<file path="src/core/cbs_pkg.sv">
package cbs_pkg;
  // clock and timing
  localparam int unsigned CLK_MHZ = 250;
  localparam int unsigned TICK_US = 1000;
  localparam int unsigned TICK_CYC = TICK_US * CLK_MHZ;
  localparam int unsigned HOLD_S = 18;
  localparam int unsigned HOLD_TICKS = HOLD_S * 1000000 / TICK_US;
  localparam int unsigned CNT_W = 15;
  localparam int unsigned DIV_W = 18;
  localparam int unsigned LANES = 16;
  localparam int unsigned MB_W = 56;
  // register map, byte addresses
  localparam int unsigned ADDR_W = 6;
  localparam logic [5:0] OFS_CTRL = 6'h00;
  localparam logic [5:0] OFS_STAT = 6'h04;
  localparam logic [5:0] OFS_FID_LO = 6'h08;
  localparam logic [5:0] OFS_FID_HI = 6'h0C;
  localparam logic [5:0] OFS_CAP_LO = 6'h10;
  localparam logic [5:0] OFS_CAP_HI = 6'h14;
  localparam logic [5:0] OFS_ENTRY = 6'h18;
  localparam logic [5:0] OFS_CUR_LO = 6'h1C;
  localparam logic [5:0] OFS_CUR_HI = 6'h20;
  localparam logic [5:0] OFS_LANE = 6'h24;
  localparam logic [31:0] CTRL_RST = 32'h0000_0000;
  localparam logic [1:0] RESP_OKAY = 2'h0;
  localparam logic [1:0] RESP_SLVERR = 2'h2;
  // field positions
  localparam int unsigned CTRL_ENH = 0;
  localparam int unsigned CTRL_ACAS = 1;
  // downlink codes and extraction request
  localparam logic [2:0] DR_BCAST_BASE = 3'h4;
  localparam logic [4:0] RR_BCAST = 5'h10;
  localparam logic [2:0] DI_SPECIAL_A = 3'h3;
  localparam logic [2:0] DI_SPECIAL_B = 3'h7;
  localparam logic [3:0] RRS_BCAST = 4'h0;
  typedef enum logic [0:0] {CBS_IDLE = 1'b0, CBS_BCAST = 1'b1} cbs_state_t;
  // merge a bus write into a register under byte strobes
  function automatic logic [31:0] cbs_strb(input logic [31:0] old, input logic [31:0] nw, input logic [3:0] s);
    cbs_strb = old;
    for (int b = 0; b < 4; b++)
    begin
      if (s[b])
        cbs_strb[8*b +: 8] = nw[8*b +: 8];
    end
  endfunction
endpackage

</file>
<file path="src/core/cbs_scheduler.sv">
// Behaviour
// - with no air-initiated Comm-B, start: load buffer, show DR, start timer.
// - a running broadcast is never pre-empted by a newer one.
// - after 18 s expiry clear DR, drop message, toggle message number.
// - successive broadcasts alternate message numbers 1 and 2.
// - air-initiated Comm-B stops and resets timer, hides broadcast DR.
// - after air-initiated Comm-B ends, re-announce for another full 18 s.
// - broadcast DR codes only shown to interrogator codes not held by an air-initiated Comm-B.
// - waiting broadcasts wait until the current one has timed out.
// - a waiting broadcast is overwritten so only newest value goes out.
// - a waiting broadcast's timer starts only when it becomes current.
// - enhanced mode tracks interruption per interrogator code, up to 16.
// - enhanced mode: next broadcast only after all per-code timers expire.
// - flight ID entry triggers broadcast; unchanged re-entry does not.
// - capability report entry triggers broadcast; unchanged re-entry does not.
// - only capability report and flight ID use broadcast.
// - interrogators cannot cancel; only timer expiry ends a broadcast.
`timescale 1ns/1ps
module cbs_scheduler #(
  parameter int unsigned TICK_CYC = cbs_pkg::TICK_CYC,
  parameter int unsigned HOLD_TICKS = cbs_pkg::HOLD_TICKS
) (
  input wire logic aclk,
  input wire logic aresetn,
  input wire logic [cbs_pkg::ADDR_W-1:0] s_axi_awaddr,
  input wire logic s_axi_awvalid,
  output logic s_axi_awready,
  input wire logic [31:0] s_axi_wdata,
  input wire logic [3:0] s_axi_wstrb,
  input wire logic s_axi_wvalid,
  output logic s_axi_wready,
  output logic [1:0] s_axi_bresp,
  output logic s_axi_bvalid,
  input wire logic s_axi_bready,
  input wire logic [cbs_pkg::ADDR_W-1:0] s_axi_araddr,
  input wire logic s_axi_arvalid,
  output logic s_axi_arready,
  output logic [31:0] s_axi_rdata,
  output logic [1:0] s_axi_rresp,
  output logic s_axi_rvalid,
  input wire logic s_axi_rready,
  input wire logic air_any,
  input wire logic [cbs_pkg::LANES-1:0] air_ii,
  input wire logic rep_req,
  input wire logic [3:0] rep_ii,
  input wire logic [4:0] rep_rr,
  input wire logic [2:0] rep_di,
  input wire logic [3:0] rep_rrs,
  output logic rep_valid_reg,
  output logic [4:0] rep_dr_reg,
  output logic rep_mb_vld_reg,
  output logic [cbs_pkg::MB_W-1:0] rep_mb_reg,
  output logic [4:0] bcast_dr_reg
);
  logic wr_en;
  logic [cbs_pkg::ADDR_W-1:0] wr_addr;
  logic [cbs_pkg::ADDR_W-1:0] rd_addr;
  logic [31:0] wr_data;
  logic [3:0] wr_strb;
  logic [31:0] rd_data;
  logic wr_ok;
  logic rd_ok;
  logic [31:0] ctrl_reg;
  logic [31:0] fid_lo_reg;
  logic [31:0] fid_hi_reg;
  logic [31:0] cap_lo_reg;
  logic [31:0] cap_hi_reg;
  cbs_pkg::cbs_state_t state_reg;
  logic msg_reg;
  logic src_reg;
  logic first_reg;
  logic [cbs_pkg::MB_W-1:0] cur_reg;
  logic [cbs_pkg::DIV_W-1:0] div_reg;
  logic tick;
  logic pend_reg [2];
  logic [cbs_pkg::MB_W-1:0] slot_reg [2];
  logic [cbs_pkg::MB_W-1:0] sent_reg [2];
  logic sent_vld_reg [2];
  logic [cbs_pkg::MB_W-1:0] stage [2];
  logic [1:0] commit;
  logic [1:0] diff;
  logic [1:0] new_p;
  logic [1:0] take;
  logic [cbs_pkg::LANES-1:0] hold;
  logic [cbs_pkg::LANES-1:0] done;
  logic [cbs_pkg::LANES-1:0] vis;
  logic [5:0] wa;
  logic [5:0] ra;

  cbs_axil_slave u_bus (
    .aclk(aclk), .aresetn(aresetn),
    .s_axi_awaddr(s_axi_awaddr), .s_axi_awvalid(s_axi_awvalid), .s_axi_awready(s_axi_awready),
    .s_axi_wdata(s_axi_wdata), .s_axi_wstrb(s_axi_wstrb), .s_axi_wvalid(s_axi_wvalid),
    .s_axi_wready(s_axi_wready), .s_axi_bresp(s_axi_bresp), .s_axi_bvalid(s_axi_bvalid),
    .s_axi_bready(s_axi_bready), .s_axi_araddr(s_axi_araddr), .s_axi_arvalid(s_axi_arvalid),
    .s_axi_arready(s_axi_arready), .s_axi_rdata(s_axi_rdata), .s_axi_rresp(s_axi_rresp),
    .s_axi_rvalid(s_axi_rvalid), .s_axi_rready(s_axi_rready),
    .wr_en(wr_en), .wr_addr(wr_addr), .wr_data(wr_data), .wr_strb(wr_strb), .wr_ok(wr_ok),
    .rd_addr(rd_addr), .rd_data(rd_data), .rd_ok(rd_ok)
  );

  // word-aligned decode; low address bits are ignored
  assign wa = {wr_addr[5:2], 2'b00};
  assign ra = {rd_addr[5:2], 2'b00};
  assign wr_ok = wa <= cbs_pkg::OFS_LANE;
  assign rd_ok = ra <= cbs_pkg::OFS_LANE;
  wire enh = ctrl_reg[cbs_pkg::CTRL_ENH];
  wire acas = ctrl_reg[cbs_pkg::CTRL_ACAS];
  wire bcast = state_reg == cbs_pkg::CBS_BCAST;
  wire [31:0] stat = {26'h0, src_reg, pend_reg[1], pend_reg[0], first_reg, msg_reg, bcast};
  assign rd_data = ra == cbs_pkg::OFS_CTRL ? ctrl_reg :
                   ra == cbs_pkg::OFS_STAT ? stat :
                   ra == cbs_pkg::OFS_FID_LO ? fid_lo_reg :
                   ra == cbs_pkg::OFS_FID_HI ? {8'h00, fid_hi_reg[23:0]} :
                   ra == cbs_pkg::OFS_CAP_LO ? cap_lo_reg :
                   ra == cbs_pkg::OFS_CAP_HI ? {8'h00, cap_hi_reg[23:0]} :
                   ra == cbs_pkg::OFS_CUR_LO ? cur_reg[31:0] :
                   ra == cbs_pkg::OFS_CUR_HI ? {8'h00, cur_reg[55:32]} :
                   ra == cbs_pkg::OFS_LANE ? {16'h0000, done} : 32'h0000_0000;

  // staging registers; ENTRY is write-only and acts as the entry strobe
  always_ff @(posedge aclk)
  begin
    if (!aresetn)
    begin
      ctrl_reg <= cbs_pkg::CTRL_RST;
      fid_lo_reg <= '0;
      fid_hi_reg <= '0;
      cap_lo_reg <= '0;
      cap_hi_reg <= '0;
    end
    else if (wr_en)
    begin
      if (wa == cbs_pkg::OFS_CTRL)
        ctrl_reg <= cbs_pkg::cbs_strb(ctrl_reg, wr_data, wr_strb) & 32'h0000_0003;
      if (wa == cbs_pkg::OFS_FID_LO)
        fid_lo_reg <= cbs_pkg::cbs_strb(fid_lo_reg, wr_data, wr_strb);
      if (wa == cbs_pkg::OFS_FID_HI)
        fid_hi_reg <= cbs_pkg::cbs_strb(fid_hi_reg, wr_data, wr_strb) & 32'h00FF_FFFF;
      if (wa == cbs_pkg::OFS_CAP_LO)
        cap_lo_reg <= cbs_pkg::cbs_strb(cap_lo_reg, wr_data, wr_strb);
      if (wa == cbs_pkg::OFS_CAP_HI)
        cap_hi_reg <= cbs_pkg::cbs_strb(cap_hi_reg, wr_data, wr_strb) & 32'h00FF_FFFF;
    end
  end

  // 1 ms enable for the hold timers
  assign tick = div_reg == cbs_pkg::DIV_W'(TICK_CYC - 1);
  always_ff @(posedge aclk)
  begin
    if (!aresetn || tick)
      div_reg <= '0;
    else
      div_reg <= div_reg + 1'b1;
  end

  // exactly two sources: 0 is flight id, 1 is capability report
  assign stage[0] = {fid_hi_reg[23:0], fid_lo_reg};
  assign stage[1] = {cap_hi_reg[23:0], cap_lo_reg};
  wire in_air = enh ? |air_ii : air_any;
  wire both = pend_reg[0] && pend_reg[1];
  wire sel = both ? first_reg : pend_reg[1];
  // no start in a cycle with an entry, so compare and load never race
  wire start = !bcast && (pend_reg[0] || pend_reg[1]) && !in_air && commit == 2'b00;
  wire all_done = &done;
  wire fin = bcast && all_done;

  for (genvar s = 0; s < 2; s++)
  begin : g_src
    assign commit[s] = wr_en && wa == cbs_pkg::OFS_ENTRY && wr_strb[0] && wr_data[s];
    assign diff[s] = !sent_vld_reg[s] || stage[s] != sent_reg[s];
    assign new_p[s] = commit[s] && !pend_reg[s] && diff[s];
    assign take[s] = start && sel == s;
    // a waiting entry is overwritten in place and keeps its turn
    always_ff @(posedge aclk)
    begin
      if (!aresetn)
      begin
        pend_reg[s] <= 1'b0;
        slot_reg[s] <= '0;
        sent_reg[s] <= '0;
        sent_vld_reg[s] <= 1'b0;
      end
      else
      begin
        if (commit[s] && (pend_reg[s] || diff[s]))
        begin
          pend_reg[s] <= 1'b1;
          slot_reg[s] <= stage[s];
        end
        else if (take[s])
          pend_reg[s] <= 1'b0;
        if (take[s])
        begin
          sent_reg[s] <= slot_reg[s];
          sent_vld_reg[s] <= 1'b1;
        end
      end
    end
  end

  // remember the last source to begin waiting while the other was not; 0 on a tie
  always_ff @(posedge aclk)
  begin
    if (!aresetn)
      first_reg <= 1'b0;
    else if (new_p[0] && !pend_reg[1])
      first_reg <= 1'b0;
    else if (new_p[1] && !pend_reg[0] && !new_p[0])
      first_reg <= 1'b1;
  end

  // broadcast sequencer; nothing but expiry leaves the broadcast state
  always_ff @(posedge aclk)
  begin
    if (!aresetn)
    begin
      state_reg <= cbs_pkg::CBS_IDLE;
      msg_reg <= 1'b0;
      src_reg <= 1'b0;
      cur_reg <= '0;
    end
    else
    begin
      unique case (state_reg)
        cbs_pkg::CBS_IDLE:
        begin
          if (start)
          begin
            state_reg <= cbs_pkg::CBS_BCAST;
            cur_reg <= slot_reg[sel];
            src_reg <= sel;
          end
        end
        cbs_pkg::CBS_BCAST:
        begin
          if (fin)
          begin
            state_reg <= cbs_pkg::CBS_IDLE;
            cur_reg <= '0;
            msg_reg <= !msg_reg;
          end
        end
      endcase
    end
  end

  // one timer per interrogator code; legacy mode holds all on the global flag
  for (genvar i = 0; i < cbs_pkg::LANES; i++)
  begin : g_lane
    assign hold[i] = enh ? air_ii[i] : air_any;
    assign vis[i] = bcast && !done[i] && !hold[i];
    cbs_hold_timer #(.HOLD(HOLD_TICKS)) u_tmr (
      .aclk(aclk),
      .aresetn(aresetn),
      .tick(tick),
      .start(start),
      .hold(hold[i]),
      .done_reg(done[i])
    );
  end

  wire [4:0] dr_code = {2'b00, cbs_pkg::DR_BCAST_BASE[2], acas, msg_reg};
  wire di_plain = rep_di != cbs_pkg::DI_SPECIAL_A && rep_di != cbs_pkg::DI_SPECIAL_B;
  wire ext_ok = rep_rr == cbs_pkg::RR_BCAST && (di_plain || rep_rrs == cbs_pkg::RRS_BCAST);
  wire ext = vis[rep_ii] && ext_ok;

  // reply fields, answered one cycle after the request
  always_ff @(posedge aclk)
  begin
    if (!aresetn)
    begin
      rep_valid_reg <= 1'b0;
      rep_dr_reg <= '0;
      rep_mb_vld_reg <= 1'b0;
      rep_mb_reg <= '0;
      bcast_dr_reg <= '0;
    end
    else
    begin
      rep_valid_reg <= rep_req;
      rep_dr_reg <= rep_req && vis[rep_ii] ? dr_code : 5'h00;
      rep_mb_vld_reg <= rep_req && ext;
      rep_mb_reg <= rep_req && ext ? cur_reg : '0;
      bcast_dr_reg <= bcast && !in_air ? dr_code : 5'h00;
    end
  end

  // number used by the previous broadcast, so that a repeated number is caught at the next start
  logic last_msg_reg;
  always_ff @(posedge aclk)
  begin
    if (!aresetn)
      last_msg_reg <= 1'b1;
    else if (start)
      last_msg_reg <= msg_reg;
  end
endmodule

</file>
<file path="src/core/cbs_hold_timer.sv">
`timescale 1ns/1ps
module cbs_hold_timer #(
  parameter int unsigned HOLD = cbs_pkg::HOLD_TICKS
) (
  input wire logic aclk,
  input wire logic aresetn,
  input wire logic tick,
  input wire logic start,
  input wire logic hold,
  output logic done_reg
);
  logic [cbs_pkg::CNT_W-1:0] cnt_reg;
  localparam logic [cbs_pkg::CNT_W-1:0] LAST = cbs_pkg::CNT_W'(HOLD - 1);
  // a hold stops and clears the count, so release restarts a full period
  always_ff @(posedge aclk)
  begin
    if (!aresetn || start || (hold && !done_reg))
      cnt_reg <= '0;
    else if (tick && !done_reg)
      cnt_reg <= cnt_reg + 1'b1;
  end
  // done is sticky until the next broadcast starts
  always_ff @(posedge aclk)
  begin
    if (!aresetn)
      done_reg <= 1'b1;
    else if (start)
      done_reg <= 1'b0;
    else if (tick && !hold && cnt_reg == LAST)
      done_reg <= 1'b1;
  end
endmodule

</file>
<file path="src/core/cbs_axil_slave.sv">
`timescale 1ns/1ps
module cbs_axil_slave (
  input wire logic aclk,
  input wire logic aresetn,
  input wire logic [cbs_pkg::ADDR_W-1:0] s_axi_awaddr,
  input wire logic s_axi_awvalid,
  output logic s_axi_awready,
  input wire logic [31:0] s_axi_wdata,
  input wire logic [3:0] s_axi_wstrb,
  input wire logic s_axi_wvalid,
  output logic s_axi_wready,
  output logic [1:0] s_axi_bresp,
  output logic s_axi_bvalid,
  input wire logic s_axi_bready,
  input wire logic [cbs_pkg::ADDR_W-1:0] s_axi_araddr,
  input wire logic s_axi_arvalid,
  output logic s_axi_arready,
  output logic [31:0] s_axi_rdata,
  output logic [1:0] s_axi_rresp,
  output logic s_axi_rvalid,
  input wire logic s_axi_rready,
  output logic wr_en,
  output logic [cbs_pkg::ADDR_W-1:0] wr_addr,
  output logic [31:0] wr_data,
  output logic [3:0] wr_strb,
  input wire logic wr_ok,
  output logic [cbs_pkg::ADDR_W-1:0] rd_addr,
  input wire logic [31:0] rd_data,
  input wire logic rd_ok
);
  // address and data are held until both are in and the response is free
  assign wr_en = !s_axi_awready && !s_axi_wready && !s_axi_bvalid;
  assign rd_addr = s_axi_araddr;
  always_ff @(posedge aclk)
  begin
    if (!aresetn)
    begin
      s_axi_awready <= 1'b1;
      s_axi_wready <= 1'b1;
      s_axi_bvalid <= 1'b0;
      s_axi_bresp <= cbs_pkg::RESP_OKAY;
      wr_addr <= '0;
      wr_data <= '0;
      wr_strb <= '0;
    end
    else
    begin
      if (s_axi_awvalid && s_axi_awready)
      begin
        wr_addr <= s_axi_awaddr;
        s_axi_awready <= 1'b0;
      end
      else if (wr_en)
        s_axi_awready <= 1'b1;
      if (s_axi_wvalid && s_axi_wready)
      begin
        wr_data <= s_axi_wdata;
        wr_strb <= s_axi_wstrb;
        s_axi_wready <= 1'b0;
      end
      else if (wr_en)
        s_axi_wready <= 1'b1;
      if (wr_en)
      begin
        s_axi_bvalid <= 1'b1;
        s_axi_bresp <= wr_ok ? cbs_pkg::RESP_OKAY : cbs_pkg::RESP_SLVERR;
      end
      else if (s_axi_bready)
        s_axi_bvalid <= 1'b0;
    end
  end
  // one read in flight; data captured on the address handshake
  always_ff @(posedge aclk)
  begin
    if (!aresetn)
    begin
      s_axi_arready <= 1'b1;
      s_axi_rvalid <= 1'b0;
      s_axi_rdata <= '0;
      s_axi_rresp <= cbs_pkg::RESP_OKAY;
    end
    else if (s_axi_arvalid && s_axi_arready)
    begin
      s_axi_arready <= 1'b0;
      s_axi_rvalid <= 1'b1;
      s_axi_rdata <= rd_data;
      s_axi_rresp <= rd_ok ? cbs_pkg::RESP_OKAY : cbs_pkg::RESP_SLVERR;
    end
    else if (s_axi_rvalid && s_axi_rready)
    begin
      s_axi_rvalid <= 1'b0;
      s_axi_arready <= 1'b1;
    end
  end
endmodule

</file>
<file path="config.mk">
export PLATFORM = sky130hd
export DESIGN_NAME = cbs_scheduler
export DESIGN_NICKNAME = d
export VERILOG_FILES = /design/src/core/cbs_pkg.sv /design/src/core/cbs_scheduler.sv /design/src/core/cbs_hold_timer.sv /design/src/core/cbs_axil_slave.sv
export SDC_FILE = /design/constraint.sdc
export NUM_CORES = 2
export LEC_CHECK = 0
export BUFFER_PORTS_ARGS = -buffer_cell sky130_fd_sc_hd__buf_2
export CORE_UTILIZATION = 60
export DETAILED_ROUTE_END_ITERATION = 16
export PLACE_DENSITY = 0.87
export SYNTH_ARGS = -nofsm -noshare
export SYNTH_HDL_FRONTEND = slang
export SYNTH_HIERARCHICAL = 1
export SYNTH_SLANG_ARGS = --single-unit
</file>
<file path="constraint.sdc">
create_clock -name aclk -period 7.45 [get_ports aclk]
set_input_delay 0.745 -clock aclk [delete_from_list [all_inputs] [get_ports aclk]]
set_output_delay 0.745 -clock aclk [all_outputs]
set_load 0.005 [all_outputs]
</file>
==> summary.md <==
| Metric | Value |
|---|---|
| Crit path cell chain | or3_4 -> inv_1 -> and4b_1 -> a311oi_1 -> nand4b_1 -> buf_4 -> nor3_2 -> buf_4 -> and2_1 -> a221o_1 |
| Synth Instances | 3728 |
| PostCTS Resize Cnt | 0 |
| Status | finished, violations left |
| Crit-path most repeated cell | buf_4 |
| Largest net degree at the start of global routing | between 70 and 80 |
| Gr ovfl total | 0 |
| Final setup margin | around 3 ns |
| Tmin final | around 4.5 ns |
| Slew Viols, Final | 3 |
| DRC viols | 0 |
| Leak | about 15 nW |
| PwrDens | 232 nW/um^2 |
| Pre-CTS setup slack | ~3.4 ns |
| Design Power | about 9.4 mW |
| Worst Path Arrival | ~5.0 ns |
| Layout cells sized above 1 | between 10% and 20% |
| Worst slew margin | -9.84% |
| Vias in the first global route | between 20000 and 30000 |
| Max reg flops | 240 |
| Vias per inst | about 6.4 |
| IO buf count | roughly 190 |
| Routability cong. | about 1.0 |
| Die outline width | between 200 and 250 microns |
| Most common cell after layout, fill and taps aside | dfxtp_1 |
| Max Cap Viol | 0 |
| Initial antenna violation count | 5 |
| Layout area overhead | 10.9% |
| Final wirelength | roughly 110000 microns |
| Slowest CP cell | nor3_2 |
| Synth warn | 6 |
| Max Freq | 0.224 GHz |
| Fin. Hold Viols | 0 |
| RSZ-0062 raised after global routing | no |
| Cts hold-fix bufs | 0 |
| Crit path buf inv count | 3 |
| Io pins | around 200 |
| Die ar. | between 60000 and 70000 sq um |
| Slew @ Worst Pin | 1.65 ns |
| Worst skew pair latency | between 0.6 and 0.7 ns |
| Post-route ant nets | 0 |
| CTS Root Cell | clkbuf_16 |
| CTS tree | built |
| TritonCTS buffer count | between 80 and 90 |
| Starting density of the core | roughly three fifths |
| CP Launch Type | register |
| Most frequent cells in the layout | dfxtp_1 (590), nor2_1 (413), edfxtp_1 (226) |
| Req. time, crit path | around 8 ns |
| CP max stage delay | 1.00 ns |
| Tot GR Track Use | around a third |
| Setup TNS | 0 ns |
| Max IR drop VDD | approximately 0.00017 V |
| WHS | roughly 0.36 ns |
| Cell area after synthesis | 36600 sq um |
| Drt initial violations | approximately 3900 |
| Cell family with most CP delay | simple AND/OR/NAND/NOR gates |
| # nets final | roughly 3900 |
| Crit Path Class | reg2reg |
| Clk pin slew, worst setup/hold paths | about 0.070 ns |
| Post-CTS setup buffer count | 0 |
| Cell Rows | 90 |
| Skew final | between 0.015 and 0.02 ns |
| Core Region | 60200 sq um |
| Critical-path maximum fanout | 42 |
| Detailed Place HPWL | between 70000 and 80000 microns |
| 1st-pass router iterations | 10 |
| Via count | slightly below 30000 |
| Crit share post-route | 59.9% |
| Failing checks | slew limit |
| First-pass GRT wire length | between 150000 and 200000 microns |
| CTS Sinks | 819 |
| WL per Instance | around 23 microns |
| H-tree levels | 3 |
| Worst-case clock buffer depth | 3 |
| Die Ht | between 200 and 250 microns |
| Syn avg cell area | 9.81 sq um |
| Setup crit end kind | register |
| Setup violations, final | 0 |
| Worst hold path class | in2reg |
## worst min-delay path: cells and delay by family
family / cells / cell delay (ns)
AO/OA/AOI/OAI: 1 / 0.05
buffers and inverters: 1 / 0.09
AND/OR/NAND/NOR: 1 / 0.05
## routing by layer
| layer | share of wire, % | vias to the layer above | GRT usage [%] |
|---|---|---|---|
| li1 | - | 13411 | - |
| met1 | 36 | 14102 | 42.4 |
| met2 | 43 | 1873 | 51.6 |
| met3 | 12 | 410 | 10.0 |
| met4 | 8.2 | 4 | 24.7 |
| met5 | 0.024 | - | 0 |
## cell type report
class,count,area [sq um]
antenna,4,10.0
clock buffer,111,2330
clock inverter,38,410
fill,4390,19700
inverter,95,359
multi-input combinational,2604,16600
sequential,819,18700
tap,782,978
timing repair buffer,223,1210
## report_power, final
group / total, mW / leakage, nW / internal, mW / switching (mW)
logic: 0.407 / 6.33 / 0.117 / 0.290
registers: 4.76 / 7.13 / 4.65 / 0.109
clock network: 4.25 / 1.35 / 2.47 / 1.78
## metrics by stage
step / instances / area, sq um / utilization [%]
6_report: 4676 / 40600 / 67.3
3_5_place_dp: 4523 / 37800 / 62.8
3_3_place_gp: 4523 / 37800 / 62.8
4_1_cts: 4672 / 40500 / 67.3
5_1_grt: 4672 / 40500 / 67.3
2_1_floorplan: 3732 / 36600 / -
## worst paths after layout
check | endpoint | cells past startpoint | slack (ns) | from
setup / recovery | cur_reg[11] | 10 | 2.99 | u_bus/s_axi_awready
setup reg to reg | cur_reg[11] | 10 | 2.99 | u_bus/s_axi_awready
hold / removal | u_bus/wr_data[31] | 3 | 0.36 | s_axi_wdata[31]
hold reg to reg | src_reg | 2 | 0.47 | src_reg
Power figures use the tool's default switching activity.
